==> src/common/lmco_pkg.sv <==
// Shared constants and types for the logger output and duty measure block
package lmco_pkg;
  localparam int NUM_OUT = 3;
  localparam int NUM_IN = 4;
  localparam int CLK_HZ = 10000000;
  localparam int PER_W = 20;
  localparam int CYC_W = 44;
  localparam int DVD_W = 58;
  localparam int DP_W = 16;
  localparam int TOD_W = 17;
  localparam int ABS_W = 32;
  localparam int DUR_W = 16;
  localparam int DIV_W = 4;
  localparam int ALM_W = 8;
  localparam int STEP_W = 6;
  localparam logic [DP_W-1:0] FRAC_MIN = 16'h0000;
  localparam logic [DP_W-1:0] FRAC_MAX = 16'h2710;
  localparam logic [STEP_W-1:0] DIV_STEPS = 6'h3A;
  localparam logic [DIV_W-1:0] DIV_ONE = 4'h1;

  typedef enum logic [2:0] {
    LMCO_TOP_OFF = 3'h1,
    LMCO_TOP_MIRROR = 3'h2,
    LMCO_TOP_ADV = 3'h4
  } lmco_top_mode_t;

  typedef enum logic [4:0] {
    LMCO_OM_CONT = 5'h01,
    LMCO_OM_ALARM = 5'h02,
    LMCO_OM_TIME = 5'h04,
    LMCO_OM_PRE = 5'h08,
    LMCO_OM_SERPWR = 5'h10
  } lmco_out_mode_t;

  typedef enum logic [1:0] {
    LMCO_DV_IDLE = 2'h1,
    LMCO_DV_RUN = 2'h2
  } lmco_div_state_t;

  typedef struct packed {
    lmco_out_mode_t mode;
    logic pol_closed;
    logic single_shot;
    logic [ALM_W-1:0] alarm_sel;
    logic [TOD_W-1:0] start_tod;
    logic [TOD_W-1:0] end_tod;
    logic [ABS_W-1:0] start_abs;
    logic [ABS_W-1:0] end_abs;
    logic [DUR_W-1:0] pre_on_s;
    logic [DUR_W-1:0] post_s;
    logic [DIV_W-1:0] freq_div;
  } lmco_out_cfg_t;

  typedef struct packed {
    logic [TOD_W-1:0] tod;
    logic [ABS_W-1:0] abs_time;
    logic [PER_W-1:0] to_log;
    logic [PER_W-1:0] since_log;
    logic log_tick;
  } lmco_time_t;

  typedef struct packed {
    logic [DP_W-1:0] thresh;
    logic above;
  } lmco_trig_cfg_t;
endpackage

==> src/core/lmco_logger_out.sv <==
// Top of the logger duty measure and output contact block
`timescale 1ns/1ns
// What this block does
// - Fraction datapoint scaled 0 to 10000
// - Closed option: open gives 0, closed 10000
// - Open option measures open time instead
// - One datapoint per configured log period
// - Hardware test shows raw uninverted pin
// - Triggers judged on datapoint when it is published after division
// - Off mode disables every output contact
// - Mirror mode copies input n to output n
// - Mirror covers status and meter pulse inputs
// - Each output has open or closed polarity
// - Continuous mode holds output active
// - Alarm mode active while selected alarm active
// - Daily window between start and end times
// - Single shot window on full date times
// - Pre-sample window before and after log time
// - Pre-sample windows reference log times only
// - Divider N: window every Nth log time
// - Serial power: pre-sample period only
module lmco_logger_out (
  input wire logic i_ref_clk,
  input wire logic i_sys_rst,
  input wire logic i_clk_en,
  input wire logic i_sec_tick,
  input wire logic [lmco_pkg::PER_W-1:0] i_log_period_s,
  input wire logic [lmco_pkg::TOD_W-1:0] i_time_of_day,
  input wire logic [lmco_pkg::ABS_W-1:0] i_abs_time,
  input wire logic i_frac_pin,
  input wire logic i_frac_open,
  input wire lmco_pkg::lmco_trig_cfg_t i_trig_cfg,
  input wire lmco_pkg::lmco_top_mode_t i_top_mode,
  input wire lmco_pkg::lmco_out_cfg_t [lmco_pkg::NUM_OUT-1:0] i_out_cfg,
  input wire logic [lmco_pkg::ALM_W-1:0] i_alarms,
  input wire logic [lmco_pkg::NUM_IN-1:0] i_status_pins,
  input wire logic [lmco_pkg::NUM_IN-1:0] i_meter_pins,
  input wire logic [lmco_pkg::NUM_IN-1:0] i_in_is_flow,
  output logic o_log_tick,
  output logic [lmco_pkg::DP_W-1:0] o_datapoint,
  output logic o_dp_valid,
  output logic o_trig_active,
  output logic o_hw_test_raw,
  output logic [lmco_pkg::NUM_OUT-1:0] o_contact,
  output logic [lmco_pkg::NUM_OUT-1:0] o_contact_en
);
  import lmco_pkg::*;

  logic frac_meta_r;
  logic frac_sync_r;
  logic [NUM_IN-1:0] stat_meta_r;
  logic [NUM_IN-1:0] stat_sync_r;
  logic [NUM_IN-1:0] meter_meta_r;
  logic [NUM_IN-1:0] meter_sync_r;
  logic [NUM_IN-1:0] mirror_src;
  logic [PER_W-1:0] sec_cnt_r;
  logic log_now;
  lmco_time_t time_bus;
  logic [CYC_W-1:0] hit_cnt_r;
  logic [CYC_W-1:0] tot_cnt_r;
  logic in_cond;
  lmco_div_state_t dv_state_r;
  logic [DVD_W-1:0] dvd_r;
  logic [CYC_W-1:0] den_r;
  logic [CYC_W:0] rem_r;
  logic [CYC_W:0] rem_sh;
  logic [DVD_W-1:0] quo_r;
  logic [STEP_W-1:0] step_r;
  logic [DP_W-1:0] dp_nxt;
  logic [NUM_OUT-1:0] chan_active;
  logic dv_done_r;

  // Two-stage synchronisers for pins
  always_ff @(posedge i_ref_clk or posedge i_sys_rst) begin
    if (i_sys_rst) begin
      frac_meta_r <= 1'b0;
      frac_sync_r <= 1'b0;
      stat_meta_r <= '0;
      stat_sync_r <= '0;
      meter_meta_r <= '0;
      meter_sync_r <= '0;
    end else if (i_clk_en) begin
      frac_meta_r <= i_frac_pin;
      frac_sync_r <= frac_meta_r;
      stat_meta_r <= i_status_pins;
      stat_sync_r <= stat_meta_r;
      meter_meta_r <= i_meter_pins;
      meter_sync_r <= meter_meta_r;
    end
  end

  // Raw pin level for hardware test
  always_ff @(posedge i_ref_clk or posedge i_sys_rst) begin
    if (i_sys_rst) begin
      o_hw_test_raw <= 1'b0;
    end else if (i_clk_en) begin
      o_hw_test_raw <= frac_sync_r;
    end
  end

  // Log period timing from seconds ticks
  assign log_now = i_sec_tick && (32'(sec_cnt_r) + 32'd1 >= 32'(i_log_period_s));

  always_ff @(posedge i_ref_clk or posedge i_sys_rst) begin
    if (i_sys_rst) begin
      sec_cnt_r <= '0;
      o_log_tick <= 1'b0;
    end else if (i_clk_en) begin
      o_log_tick <= log_now;
      if (log_now) begin
        sec_cnt_r <= '0;
      end else if (i_sec_tick) begin
        sec_cnt_r <= sec_cnt_r + PER_W'(1);
      end
    end
  end

  assign time_bus.tod = i_time_of_day;
  assign time_bus.abs_time = i_abs_time;
  assign time_bus.to_log = i_log_period_s - sec_cnt_r;
  assign time_bus.since_log = sec_cnt_r;
  assign time_bus.log_tick = log_now;

  // Duty accumulation over the log period
  assign in_cond = i_frac_open ? !frac_sync_r : frac_sync_r;

  always_ff @(posedge i_ref_clk or posedge i_sys_rst) begin
    if (i_sys_rst) begin
      hit_cnt_r <= '0;
      tot_cnt_r <= '0;
    end else if (i_clk_en) begin
      if (log_now) begin
        hit_cnt_r <= '0;
        tot_cnt_r <= '0;
      end else begin
        hit_cnt_r <= hit_cnt_r + CYC_W'(in_cond);
        tot_cnt_r <= tot_cnt_r + CYC_W'(1);
      end
    end
  end

  // Scaled division: hit times full scale over total
  assign rem_sh = {rem_r[CYC_W-1:0], dvd_r[DVD_W-1]};
  assign dp_nxt = (quo_r > DVD_W'(FRAC_MAX)) ? FRAC_MAX : quo_r[DP_W-1:0];

  always_ff @(posedge i_ref_clk or posedge i_sys_rst) begin
    if (i_sys_rst) begin
      dv_state_r <= LMCO_DV_IDLE;
      dvd_r <= '0;
      den_r <= '0;
      rem_r <= '0;
      quo_r <= '0;
      step_r <= '0;
    end else if (i_clk_en) begin
      case (dv_state_r)
        LMCO_DV_IDLE: begin
          if (log_now) begin
            dvd_r <= DVD_W'(hit_cnt_r) * DVD_W'(FRAC_MAX);
            den_r <= tot_cnt_r;
            rem_r <= '0;
            quo_r <= '0;
            step_r <= '0;
            dv_state_r <= LMCO_DV_RUN;
          end
        end
        LMCO_DV_RUN: begin
          dvd_r <= {dvd_r[DVD_W-2:0], 1'b0};
          if (den_r != '0 && rem_sh >= {1'b0, den_r}) begin
            rem_r <= rem_sh - {1'b0, den_r};
            quo_r <= {quo_r[DVD_W-2:0], 1'b1};
          end else begin
            rem_r <= rem_sh;
            quo_r <= {quo_r[DVD_W-2:0], 1'b0};
          end
          step_r <= step_r + STEP_W'(1);
          if (step_r == DIV_STEPS - STEP_W'(1)) begin
            dv_state_r <= LMCO_DV_IDLE;
          end
        end
        default: dv_state_r <= LMCO_DV_IDLE;
      endcase
    end
  end

  // Datapoint and trigger publishing
  always_ff @(posedge i_ref_clk or posedge i_sys_rst) begin
    if (i_sys_rst) begin
      o_datapoint <= FRAC_MIN;
      o_dp_valid <= 1'b0;
      o_trig_active <= 1'b0;
    end else if (i_clk_en) begin
      o_dp_valid <= 1'b0;
      if (dv_done_r) begin
        o_datapoint <= (den_r == '0) ? FRAC_MIN : dp_nxt;
        o_dp_valid <= 1'b1;
        o_trig_active <= i_trig_cfg.above ? (dp_nxt > i_trig_cfg.thresh) : (dp_nxt < i_trig_cfg.thresh);
      end
    end
  end

  // One-cycle flag after last divider step
  always_ff @(posedge i_ref_clk or posedge i_sys_rst) begin
    if (i_sys_rst) begin
      dv_done_r <= 1'b0;
    end else if (i_clk_en) begin
      dv_done_r <= (dv_state_r == LMCO_DV_RUN) && (step_r == DIV_STEPS - STEP_W'(1));
    end
  end

  // Mirror sources by input kind
  assign mirror_src = (i_in_is_flow & meter_sync_r) | (~i_in_is_flow & stat_sync_r);

  genvar gi;
  generate
    for (gi = 0; gi < NUM_OUT; gi++) begin : g_chan
      lmco_out_chan u_chan (
        .i_ref_clk(i_ref_clk),
        .i_sys_rst(i_sys_rst),
        .i_clk_en(i_clk_en),
        .i_cfg(i_out_cfg[gi]),
        .i_time(time_bus),
        .i_alarms(i_alarms),
        .o_active(chan_active[gi])
      );
    end
  endgenerate

  // Contact drive per top-level mode
  always_ff @(posedge i_ref_clk or posedge i_sys_rst) begin
    if (i_sys_rst) begin
      o_contact <= '0;
      o_contact_en <= '0;
    end else if (i_clk_en) begin
      case (i_top_mode)
        LMCO_TOP_OFF: begin
          o_contact <= '0;
          o_contact_en <= '0;
        end
        LMCO_TOP_MIRROR: begin
          o_contact <= mirror_src[NUM_OUT-1:0];
          o_contact_en <= '1;
        end
        LMCO_TOP_ADV: begin
          for (int k = 0; k < NUM_OUT; k++) begin
            o_contact[k] <= chan_active[k] ? i_out_cfg[k].pol_closed : !i_out_cfg[k].pol_closed;
          end
          o_contact_en <= '1;
        end
        default: begin
          o_contact <= '0;
          o_contact_en <= '0;
        end
      endcase
    end
  end

  property p_dp_range;
    @(posedge i_ref_clk) disable iff (i_sys_rst)
    o_dp_valid |-> (o_datapoint <= FRAC_MAX);
  endproperty
  a_dp_range: assert property (p_dp_range) else $error("datapoint above full scale");

  property p_full_closed;
    @(posedge i_ref_clk) disable iff (i_sys_rst)
    (i_clk_en && log_now && dv_state_r == LMCO_DV_IDLE && hit_cnt_r == tot_cnt_r && tot_cnt_r != '0)
      |=> ##58 (i_clk_en && dv_state_r == LMCO_DV_IDLE) |-> (dp_nxt == FRAC_MAX);
  endproperty
  a_full_closed: assert property (p_full_closed) else $error("full period did not give full scale");

  property p_clear_at_log;
    @(posedge i_ref_clk) disable iff (i_sys_rst)
    (i_clk_en && log_now) |=> (hit_cnt_r == '0 && tot_cnt_r == '0);
  endproperty
  a_clear_at_log: assert property (p_clear_at_log) else $error("accumulator not cleared at log");

  property p_dp_follows_log;
    @(posedge i_ref_clk) disable iff (i_sys_rst || !i_clk_en)
    (log_now && dv_state_r == LMCO_DV_IDLE) |-> ##[1:70] o_dp_valid;
  endproperty
  a_dp_follows_log: assert property (p_dp_follows_log) else $error("no datapoint after log time");

  property p_raw_ignores_open;
    @(posedge i_ref_clk) disable iff (i_sys_rst)
    (i_clk_en && $past(i_clk_en) && $stable(frac_sync_r) && $changed(i_frac_open)) |=> $stable(o_hw_test_raw);
  endproperty
  a_raw_ignores_open: assert property (p_raw_ignores_open) else $error("raw test level moved with option");

  property p_off_mode;
    @(posedge i_ref_clk) disable iff (i_sys_rst)
    (i_clk_en && i_top_mode == LMCO_TOP_OFF) |=> (o_contact == '0 && o_contact_en == '0);
  endproperty
  a_off_mode: assert property (p_off_mode) else $error("contact driven in off mode");

  property p_mirror;
    @(posedge i_ref_clk) disable iff (i_sys_rst)
    (i_clk_en && i_top_mode == LMCO_TOP_MIRROR) |=> (o_contact == $past(mirror_src[NUM_OUT-1:0]));
  endproperty
  a_mirror: assert property (p_mirror) else $error("mirror contact mismatch");

  property p_trig_above;
    @(posedge i_ref_clk) disable iff (i_sys_rst)
    (o_dp_valid && i_trig_cfg.above && i_trig_cfg.thresh >= FRAC_MAX) |-> !o_trig_active;
  endproperty
  a_trig_above: assert property (p_trig_above) else $error("trigger fired above reachable range");

  property p_inactive_opposite;
    @(posedge i_ref_clk) disable iff (i_sys_rst)
    (i_clk_en && i_top_mode == LMCO_TOP_ADV && !chan_active[0]) |=> (o_contact[0] == !$past(i_out_cfg[0].pol_closed));
  endproperty
  a_inactive_opposite: assert property (p_inactive_opposite) else $error("inactive contact not opposite");

  property p_done_pulse;
    @(posedge i_ref_clk) disable iff (i_sys_rst)
    dv_done_r |-> (dv_state_r == LMCO_DV_IDLE);
  endproperty
  a_done_pulse: assert property (p_done_pulse) else $error("divider still running when done");

  property p_dp_pulse;
    @(posedge i_ref_clk) disable iff (i_sys_rst)
    (i_clk_en && o_dp_valid) |=> !o_dp_valid;
  endproperty
  a_dp_pulse: assert property (p_dp_pulse) else $error("datapoint strobe longer than one cycle");

  property p_log_tick;
    @(posedge i_ref_clk) disable iff (i_sys_rst)
    (i_clk_en && log_now) |=> o_log_tick;
  endproperty
  a_log_tick: assert property (p_log_tick) else $error("log tick missing after boundary");

  property p_trig_below;
    @(posedge i_ref_clk) disable iff (i_sys_rst)
    (i_clk_en && dv_done_r && !i_trig_cfg.above && i_trig_cfg.thresh <= FRAC_MIN) |=> !o_trig_active;
  endproperty
  a_trig_below: assert property (p_trig_below) else $error("trigger fired below reachable range");

  property p_raw_follows;
    @(posedge i_ref_clk) disable iff (i_sys_rst)
    i_clk_en |=> (o_hw_test_raw == $past(frac_sync_r));
  endproperty
  a_raw_follows: assert property (p_raw_follows) else $error("raw test level not the synchronised pin");

  property p_contact_enabled;
    @(posedge i_ref_clk) disable iff (i_sys_rst)
    (i_clk_en && (i_top_mode == LMCO_TOP_MIRROR || i_top_mode == LMCO_TOP_ADV)) |=> (o_contact_en == '1);
  endproperty
  a_contact_enabled: assert property (p_contact_enabled) else $error("contact not enabled in use mode");
endmodule

==> src/core/lmco_out_chan.sv <==
// One output channel: decides when the output is active in advanced mode
`timescale 1ns/1ns
module lmco_out_chan (
  input wire logic i_ref_clk,
  input wire logic i_sys_rst,
  input wire logic i_clk_en,
  input wire lmco_pkg::lmco_out_cfg_t i_cfg,
  input wire lmco_pkg::lmco_time_t i_time,
  input wire logic [lmco_pkg::ALM_W-1:0] i_alarms,
  output logic o_active
);
  import lmco_pkg::*;

  logic [DIV_W-1:0] log_cnt_r;
  logic post_sel_r;
  logic next_sel;
  logic pre_win;
  logic post_win;
  logic tod_win;
  logic abs_win;
  logic active_nxt;

  // Upcoming log time is the Nth one
  assign next_sel = (i_cfg.freq_div <= DIV_ONE) || (log_cnt_r == i_cfg.freq_div - DIV_ONE);
  assign pre_win = (32'(i_time.to_log) <= 32'(i_cfg.pre_on_s));
  assign post_win = post_sel_r && (32'(i_time.since_log) < 32'(i_cfg.post_s));
  assign tod_win = (i_cfg.start_tod <= i_cfg.end_tod) ?
    (i_time.tod >= i_cfg.start_tod && i_time.tod < i_cfg.end_tod) :
    (i_time.tod >= i_cfg.start_tod || i_time.tod < i_cfg.end_tod);
  assign abs_win = (i_time.abs_time >= i_cfg.start_abs) && (i_time.abs_time < i_cfg.end_abs);

  // Divider count of log times
  always_ff @(posedge i_ref_clk or posedge i_sys_rst) begin
    if (i_sys_rst) begin
      log_cnt_r <= '0;
      post_sel_r <= 1'b0;
    end else if (i_clk_en && i_time.log_tick) begin
      post_sel_r <= next_sel;
      log_cnt_r <= next_sel ? '0 : log_cnt_r + DIV_ONE;
    end
  end

  always_comb begin
    case (i_cfg.mode)
      LMCO_OM_CONT: active_nxt = 1'b1;
      LMCO_OM_ALARM: active_nxt = |(i_alarms & i_cfg.alarm_sel);
      LMCO_OM_TIME: active_nxt = i_cfg.single_shot ? abs_win : tod_win;
      LMCO_OM_PRE: active_nxt = (next_sel && pre_win) || post_win;
      LMCO_OM_SERPWR: active_nxt = pre_win;
      default: active_nxt = 1'b0;
    endcase
  end

  always_ff @(posedge i_ref_clk or posedge i_sys_rst) begin
    if (i_sys_rst) begin
      o_active <= 1'b0;
    end else if (i_clk_en) begin
      o_active <= active_nxt;
    end
  end

  property p_cont_active;
    @(posedge i_ref_clk) disable iff (i_sys_rst)
    (i_clk_en && i_cfg.mode == LMCO_OM_CONT) |=> o_active;
  endproperty
  a_cont_active: assert property (p_cont_active) else $error("continuous output not active");

  property p_serpwr_no_post;
    @(posedge i_ref_clk) disable iff (i_sys_rst)
    (i_clk_en && i_cfg.mode == LMCO_OM_SERPWR && 32'(i_time.to_log) > 32'(i_cfg.pre_on_s)) |=> !o_active;
  endproperty
  a_serpwr_no_post: assert property (p_serpwr_no_post) else $error("serial power active outside pre window");

  property p_alarm_follow;
    @(posedge i_ref_clk) disable iff (i_sys_rst)
    (i_clk_en && i_cfg.mode == LMCO_OM_ALARM && (i_alarms & i_cfg.alarm_sel) == '0) |=> !o_active;
  endproperty
  a_alarm_follow: assert property (p_alarm_follow) else $error("alarm output active with no alarm");
endmodule

==> config.mk <==
export PLATFORM = sky130hd
export DESIGN_NAME = lmco_logger_out
export DESIGN_NICKNAME = d
export VERILOG_FILES = /design/src/common/lmco_pkg.sv /design/src/core/lmco_logger_out.sv /design/src/core/lmco_out_chan.sv
export SDC_FILE = /design/constraint.sdc
export NUM_CORES = 2
export LEC_CHECK = 0
export BUFFER_PORTS_ARGS = -buffer_cell sky130_fd_sc_hd__clkbuf_2
export CAP_MARGIN = 20
export CORE_MARGIN = 1
export CORE_UTILIZATION = 55
export CTS_CLUSTER_DIAMETER = 60
export DETAILED_ROUTE_END_ITERATION = 16
export PLACE_DENSITY = 0.88
export SYNTH_ARGS = -nofsm -noshare
export SYNTH_HDL_FRONTEND = slang
export SYNTH_SLANG_ARGS = --single-unit
==> constraint.sdc <==
create_clock -name i_ref_clk -period 14.7 [get_ports i_ref_clk]
set_clock_uncertainty 0.1 [all_clocks]
set_input_delay 2.94 -clock i_ref_clk [delete_from_list [all_inputs] [get_ports i_ref_clk]]
set_output_delay 2.94 -clock i_ref_clk [all_outputs]
set_load 0.05 [all_outputs]
Yosys cells after proc, flatten, opt, wreduce, memory -nomap -nowiden
Cells that the tools add are included.

$add $sub $neg: 13. $mul: 1. Reductions and logical operators: 42. Equal/unequal tests: 25. $lt $le $gt $ge: 29. Bitwise logic cells: 7. Muxes and demuxes: 39.

Operator list (number): $pmux 58 s2 (2); $mux 44 (4); $mux 58 (2); $ge 32x32->1 (3); $lt 32x32->1 (3); $pmux 44 s2 (1); $le 20x16->1 (3); $lt 20x16->1 (3); $gt 58x14->1 const B (1); $mul 44x10->54 const B (1); $ge 17x17->1 (3); $le 17x17->1 (3); $lt 17x17->1 (3); $ge 45x44->1 (1); $add 44x1->44 (1); $add 44x1->44 const B (1); $logic_not 44->1 (1); $reduce_bool 44->1 (1); $sub 44x44->44 (1); $mux 20 (2); $mux 16 (2); $and 8x8->8 (3); $reduce_or 8->1 (3); $add 20x1->21 const B (1); other kinds (40) (107).

Bits of input ports: 562. Word-level logic and storage cells: 188. Flip-flop bits (word level): 379.

Depth between registers and ports, before layout
Depth in word-level cells: 6. Depth in mapped cells: 22. Depth with buffers taken out: 22.

Hierarchy
From an unflattened synthesis, not the netlist that was laid out.

Cells, all modules: 4837. Area, all modules: 40035.9 µm².

Modules (own cells, without submodules): lmco_logger_out (instances 1, cells each 3196, sequential area each 8884.8 µm², area each 27881.7 µm²); lmco_out_chan (instances 3, cells each 547, sequential area each 150.1 µm², area each 4051.4 µm²).

Worst setup path before layout
No wires, ideal clock.

Path type: input to register. Start point: in i_log_period_s[0] in the netlist's numbering. End point: reg g_chan[0].u_chan.o_active. Path buffers: 0. Stages on the path: 21. Library setup time: 0.087 ns. Arrival time: 6.188 ns. Setup slack: 8.325 ns. Cells stage by stage: inv_1 > ha_1 > fa_1 > nand2b_1 > a21boi_0 > o21ai_0 > a21oi_1 > o31a_1 > o21ai_0 > nand2b_1 > a21oi_1 > xnor2_1 > ha_1 > a21o_1 > a21o_1 > a21oi_1 > o211ai_1 > a31oi_1 > o311ai_0 > or4_1 > o211ai_1.

Word-level cells in the longest chain between the ends: 5.

RTL lines: start, declared (line lmco_logger_out.sv:27) `input wire logic [lmco_pkg::PER_W-1:0] i_log_period_s,`; $sub 20x20->20 * (line lmco_logger_out.sv:120) `assign time_bus.to_log = i_log_period_s - sec_cnt_r;`; $le 20x16->1 * (line lmco_out_chan.sv:25) `assign pre_win = (32'(i_time.to_log) <= 32'(i_cfg.pre_on_s));`; $logic_and 1x1->1 (line lmco_out_chan.sv:48) `LMCO_OM_PRE: active_nxt = (next_sel && pre_win) || post_win;`; $logic_or 1x1->1 (line lmco_out_chan.sv:48); $pmux 1 s5 * (line lmco_out_chan.sv:44) `case (i_cfg.mode)`; end signal, assigned (line lmco_out_chan.sv:58) `o_active <= active_nxt;`; end, declared (line lmco_out_chan.sv:10) `output logic o_active`.

Mark *: on every way between the ends. The rest lies on a longest branch, timed or not. A chain may end at the register's enable or synchronous reset.

Worst setup path in the final report
Start point: in i_log_period_s[4] in the netlist's numbering. End point: reg dvd_r[45].

Word-level cells in the longest chain between the ends: 4.

RTL lines: $ge 21x20->1 (line lmco_logger_out.sv:102) `assign log_now = i_sec_tick && (32'(sec_cnt_r) + 32'd1 >= 32'(i_log_period_s));`; $logic_and 1x1->1 (line lmco_logger_out.sv:102); $ne 2x2->1 (no source line); $reduce_and 3->1 (no source line); end signal, assigned (line lmco_logger_out.sv:158) `dvd_r <= DVD_W'(hit_cnt_r) * DVD_W'(FRAC_MAX);`; end signal, assigned (line lmco_logger_out.sv:167) `dvd_r <= {dvd_r[DVD_W-2:0], 1'b0};`; end, declared (line lmco_logger_out.sv:63) `logic [DVD_W-1:0] dvd_r;`.

Every way passes these cells.

==> impl_results.md <==
* Run status: completed
* CTS root buf: clkbuf_16
* Comb power frac at 56.9%
* ANT nets after route at 0
* FF+latch count, synth at 373
* Global-route wire length before repair at 193 mm
* Setup-failing EPs final at 0
* Least-Margin Pin Slew at 1300 ps
* Multi-input logic area at 26800 um^2
* Clock power frac at 22.2%
* Avg Vias per Cell at 5.85
* Most frequent cells in the layout: inv_1, ha_1, clkbuf_2, nand2_1, dfrtp_1
* Hold Crit Depth at 2
* Core Area at 71500 um^2
* Crit path max-delay cell type: nor2_4
* Cells after Synth at 4738
* R2r endpoint: dvd_r[45]$_DFFE_PP0P_
* Yosys Warn Count at 0
* # DRC at 0
* Hold Fails Final Rpt at 0
* Clk pin slew, worst setup/hold paths at 60 ps
* Grt ovf at 0
* Worst path cell trace: clkbuf_2, inv_1, ha_1, a21o_1, a21o_1, a21o_1, a2111o_1, a21oi_2, nor3_4, buf_4, and3b_4, nor2_4, buf_4, a22oi_1, o21ai_0
* Share of layout cells above drive strength 1 at 13.8%
* Setup total negative slack at 0 ps
* EDFF count, synth at 0
* Critical path's largest stage delay at 780 ps
* Setup crit end kind: register
* Setup Buffers After CTS at 0
* Num CTS Buffers at 45
* DPL Wire Length at 101 mm
* Hold WC Path Type: reg2reg
* Power Internal at 3.00 mW
* GRT Total Usage at 33.3%
* Row cnt at 98
* Initial antenna violation count at 14
* Tmin final at 7180 ps
* DR vias at 36713
* Clock Tree Buf Depth at 3
* Final wirelength at 124 mm
* CP startpoint kind: input port
* Seq/Total Area, Yosys at 23.5%
* DRT iter0 DRCs at 3198
* P_leak at 25.1 nW
* Worst Path Required at 15100 ps
* H-tree levels at 2
* Worst Path Max Fanout at 69
* Reg2reg setup slack at 8120 ps
* Final Util at 63.3%
* Vias in the first global route at 36218
* Hold Slack at 379 ps
* Fill count at 5820
* Max Slew Vio Count at 0
* Reg area at 9340 um^2
* Die W at 271 um
* Async set-or-reset flop fraction in the synthesized netlist at 100%
* Worst Setup Path Type: in2reg
* Pre-Repair DR Iteration Count at 6
* Commonest non-fill, non-tap cell in the layout: inv_1
* CP Data Arrival Time at 7580 ps
* Clk sink count at 373
* Drt wl/cell at 19.7 um
* CTS tree: done
* Top Ports at 588
* Sw Pwr at 2.36 mW
* Nets@finish at 6707
* Port Buffer Count at 584
* Die area at 73400 um^2
* Peak VDD IR at 305 uV
* R2R cell count at 19
* Most frequent CP cell: a21o_1
* Final cycle utilization of the critical path at 48.8%
* Largest net degree at the start of global routing at 120
* Post-synth cell types at 84
* Maxcap violations at 0
* Unrepaired setup endpoints after global routing: no
* Sw Share at 44.1%
* Pwr dens at 119 nW/um^2
* Worst Hold Path EP: dvd_r[18]$_DFFE_PP0P_
* Final GP Congestion at 1.04
* Fmax at 0.139 GHz
* Avg Inst Size Synth at 8.40 um^2
* Ys flop type: dfrtp_1
* Sequential Power Share at 20.9%
* Netlist Area Pre-Place at 39800 um^2
* Reg2reg start: sec_cnt_r[1]$_DFFE_PP0P_
* Hold path start: dvd_r[18]$_DFFE_PP0P_
* Max-slew headroom at 12.3%
* Initial Utilization at 55.6%
* Layout overhead on the synthesized area at 13.7%
* Skew-Pair Late Insertion Delay at 600 ps
* PostCTS Resize Cnt at 0
* Die height at 271 um
* # hold bufs at CTS at 0
[per-layer routing]
metal / GRT usage, % / up-vias / routed length [um]
met1: 42.4 / 17320 / 49700
met2: 52.4 / 1642 / 54600
met4: 17.5 / 6 / 7230
met3: 8.01 / 394 / 12000
met5: 0 / - / 38
li1: - / 17351 / -
[Yosys cell counts (12+ instances only)]
cell | instances | area share [%]
ha_1 | 741 | 23
a21oi_1 | 232 | 2.9
and4_1 | 25 | 0.55
o21bai_1 | 14 | 0.26
dfrtp_1 | 372 | 23
or3_1 | 15 | 0.24
a211oi_1 | 22 | 0.42
mux2_2 | 17 | 0.48
o21a_1 | 32 | 0.60
a22o_1 | 16 | 0.35
o211ai_1 | 18 | 0.34
a221o_1 | 16 | 0.40
o21ai_0 | 367 | 4.6
nor4_1 | 45 | 0.71
a31oi_1 | 21 | 0.33
buf_2 | 12 | 0.15
o2111ai_1 | 13 | 0.29
and2_1 | 22 | 0.35
a22oi_1 | 56 | 1.1
xor2_1 | 67 | 1.5
nor2_1 | 247 | 2.3
fa_1 | 121 | 6.1
or2_2 | 12 | 0.19
nand2b_1 | 55 | 0.86
mux2i_1 | 42 | 1.1
a21o_1 | 183 | 3.5
nor2b_1 | 46 | 0.72
nand2_1 | 376 | 3.5
inv_1 | 854 | 8.1
and3_1 | 27 | 0.42
a2111oi_0 | 15 | 0.33
xnor2_1 | 140 | 3.1
nor3_1 | 59 | 0.74
nand4_1 | 103 | 1.6
nand3_1 | 100 | 1.3
clkbuf_1 | 85 | 0.80
[critical path: cells and delay by family]
kind                     cells  cell delay, ps
AO/OA/AOI/OAI                7            1880
AND/OR/NAND/NOR              3            1310
buffers and inverters        4            1030
adder cells (fa/ha/maj)      1             310
[logic make-up after synthesis]
family	synth area share, %
compound gates	17.6
xor+xnor	4.56
fa+ha+maj	29.4
buf+inv	9.24
flops	23.5
mux	1.54
other cells	0.00943
simple gates	14.2
[worst max path at each step]
stage                            startpoint                    end  slack (ps)  cells after the start
after floorplan                   i_sys_rst   den_r[0]$_DFFE_PP0P_        1300                      1
after global placement    i_log_period_s[4]  dvd_r[28]$_DFFE_PP0P_        7170                     15
after detailed placement  i_log_period_s[4]  dvd_r[25]$_DFFE_PP0P_        7080                     15
after CTS                 i_log_period_s[4]  dvd_r[45]$_DFFE_PP0P_        7670                     15
after global routing      i_log_period_s[4]  dvd_r[45]$_DFFE_PP0P_        7350                     15
final                     i_log_period_s[4]  dvd_r[45]$_DFFE_PP0P_        7520                     15
[layout make-up]
type,instances,share of cell area (%)
well taps,950,2.63
flip-flops and latches,373,20.6
clock inverters,22,0.683
clock buffers,62,2.83
diodes,9,0.0498
inverters,854,7.10
multi-input cells,3401,59.2
repair buffers,608,6.85
[state kept, by name, indices dropped and copies added, names as in the netlist, 2 cells and up]
signal,cells
rem_r,44
quo_r,58
stat_meta_r,3
sec_cnt_r,20
dvd_r,54
o_datapoint,16
hit_cnt_r,44
stat_sync_r,3
meter_meta_r,3
meter_sync_r,3
g_chan.u_chan.log_cnt_r,12
den_r,44
dv_state_r,2
g_chan.u_chan.post_sel_r,3
g_chan.u_chan.o_active,3
o_contact,3
tot_cnt_r,44
step_r,6
[power by group through the flow]
stage	Clock (mW)	Combinational, mW	Sequential [mW]
floorplan	0	2.24	1.12
global placement	0	2.83	1.14
detailed placement	0	2.95	1.14
CTS	1.21	3.00	1.12
global route	1.25	3.43	1.13
finish	1.19	3.05	1.12
[metrics by stage]
step / setup slack, ps / instance area (um^2) / cells / total power, mW
2_1_floorplan: 1300 / 39800 / 4739 / 3.37
3_3_place_gp: 7170 / 43600 / 6183 / 3.97
3_5_place_dp: 7080 / 43600 / 6184 / 4.09
4_1_cts: 7670 / 45200 / 6268 / 5.33
5_1_grt: 7350 / 45200 / 6279 / 5.80
6_report: 7520 / 45200 / 6279 / 5.36
Note: power is estimated with default switching activity, not from simulation.
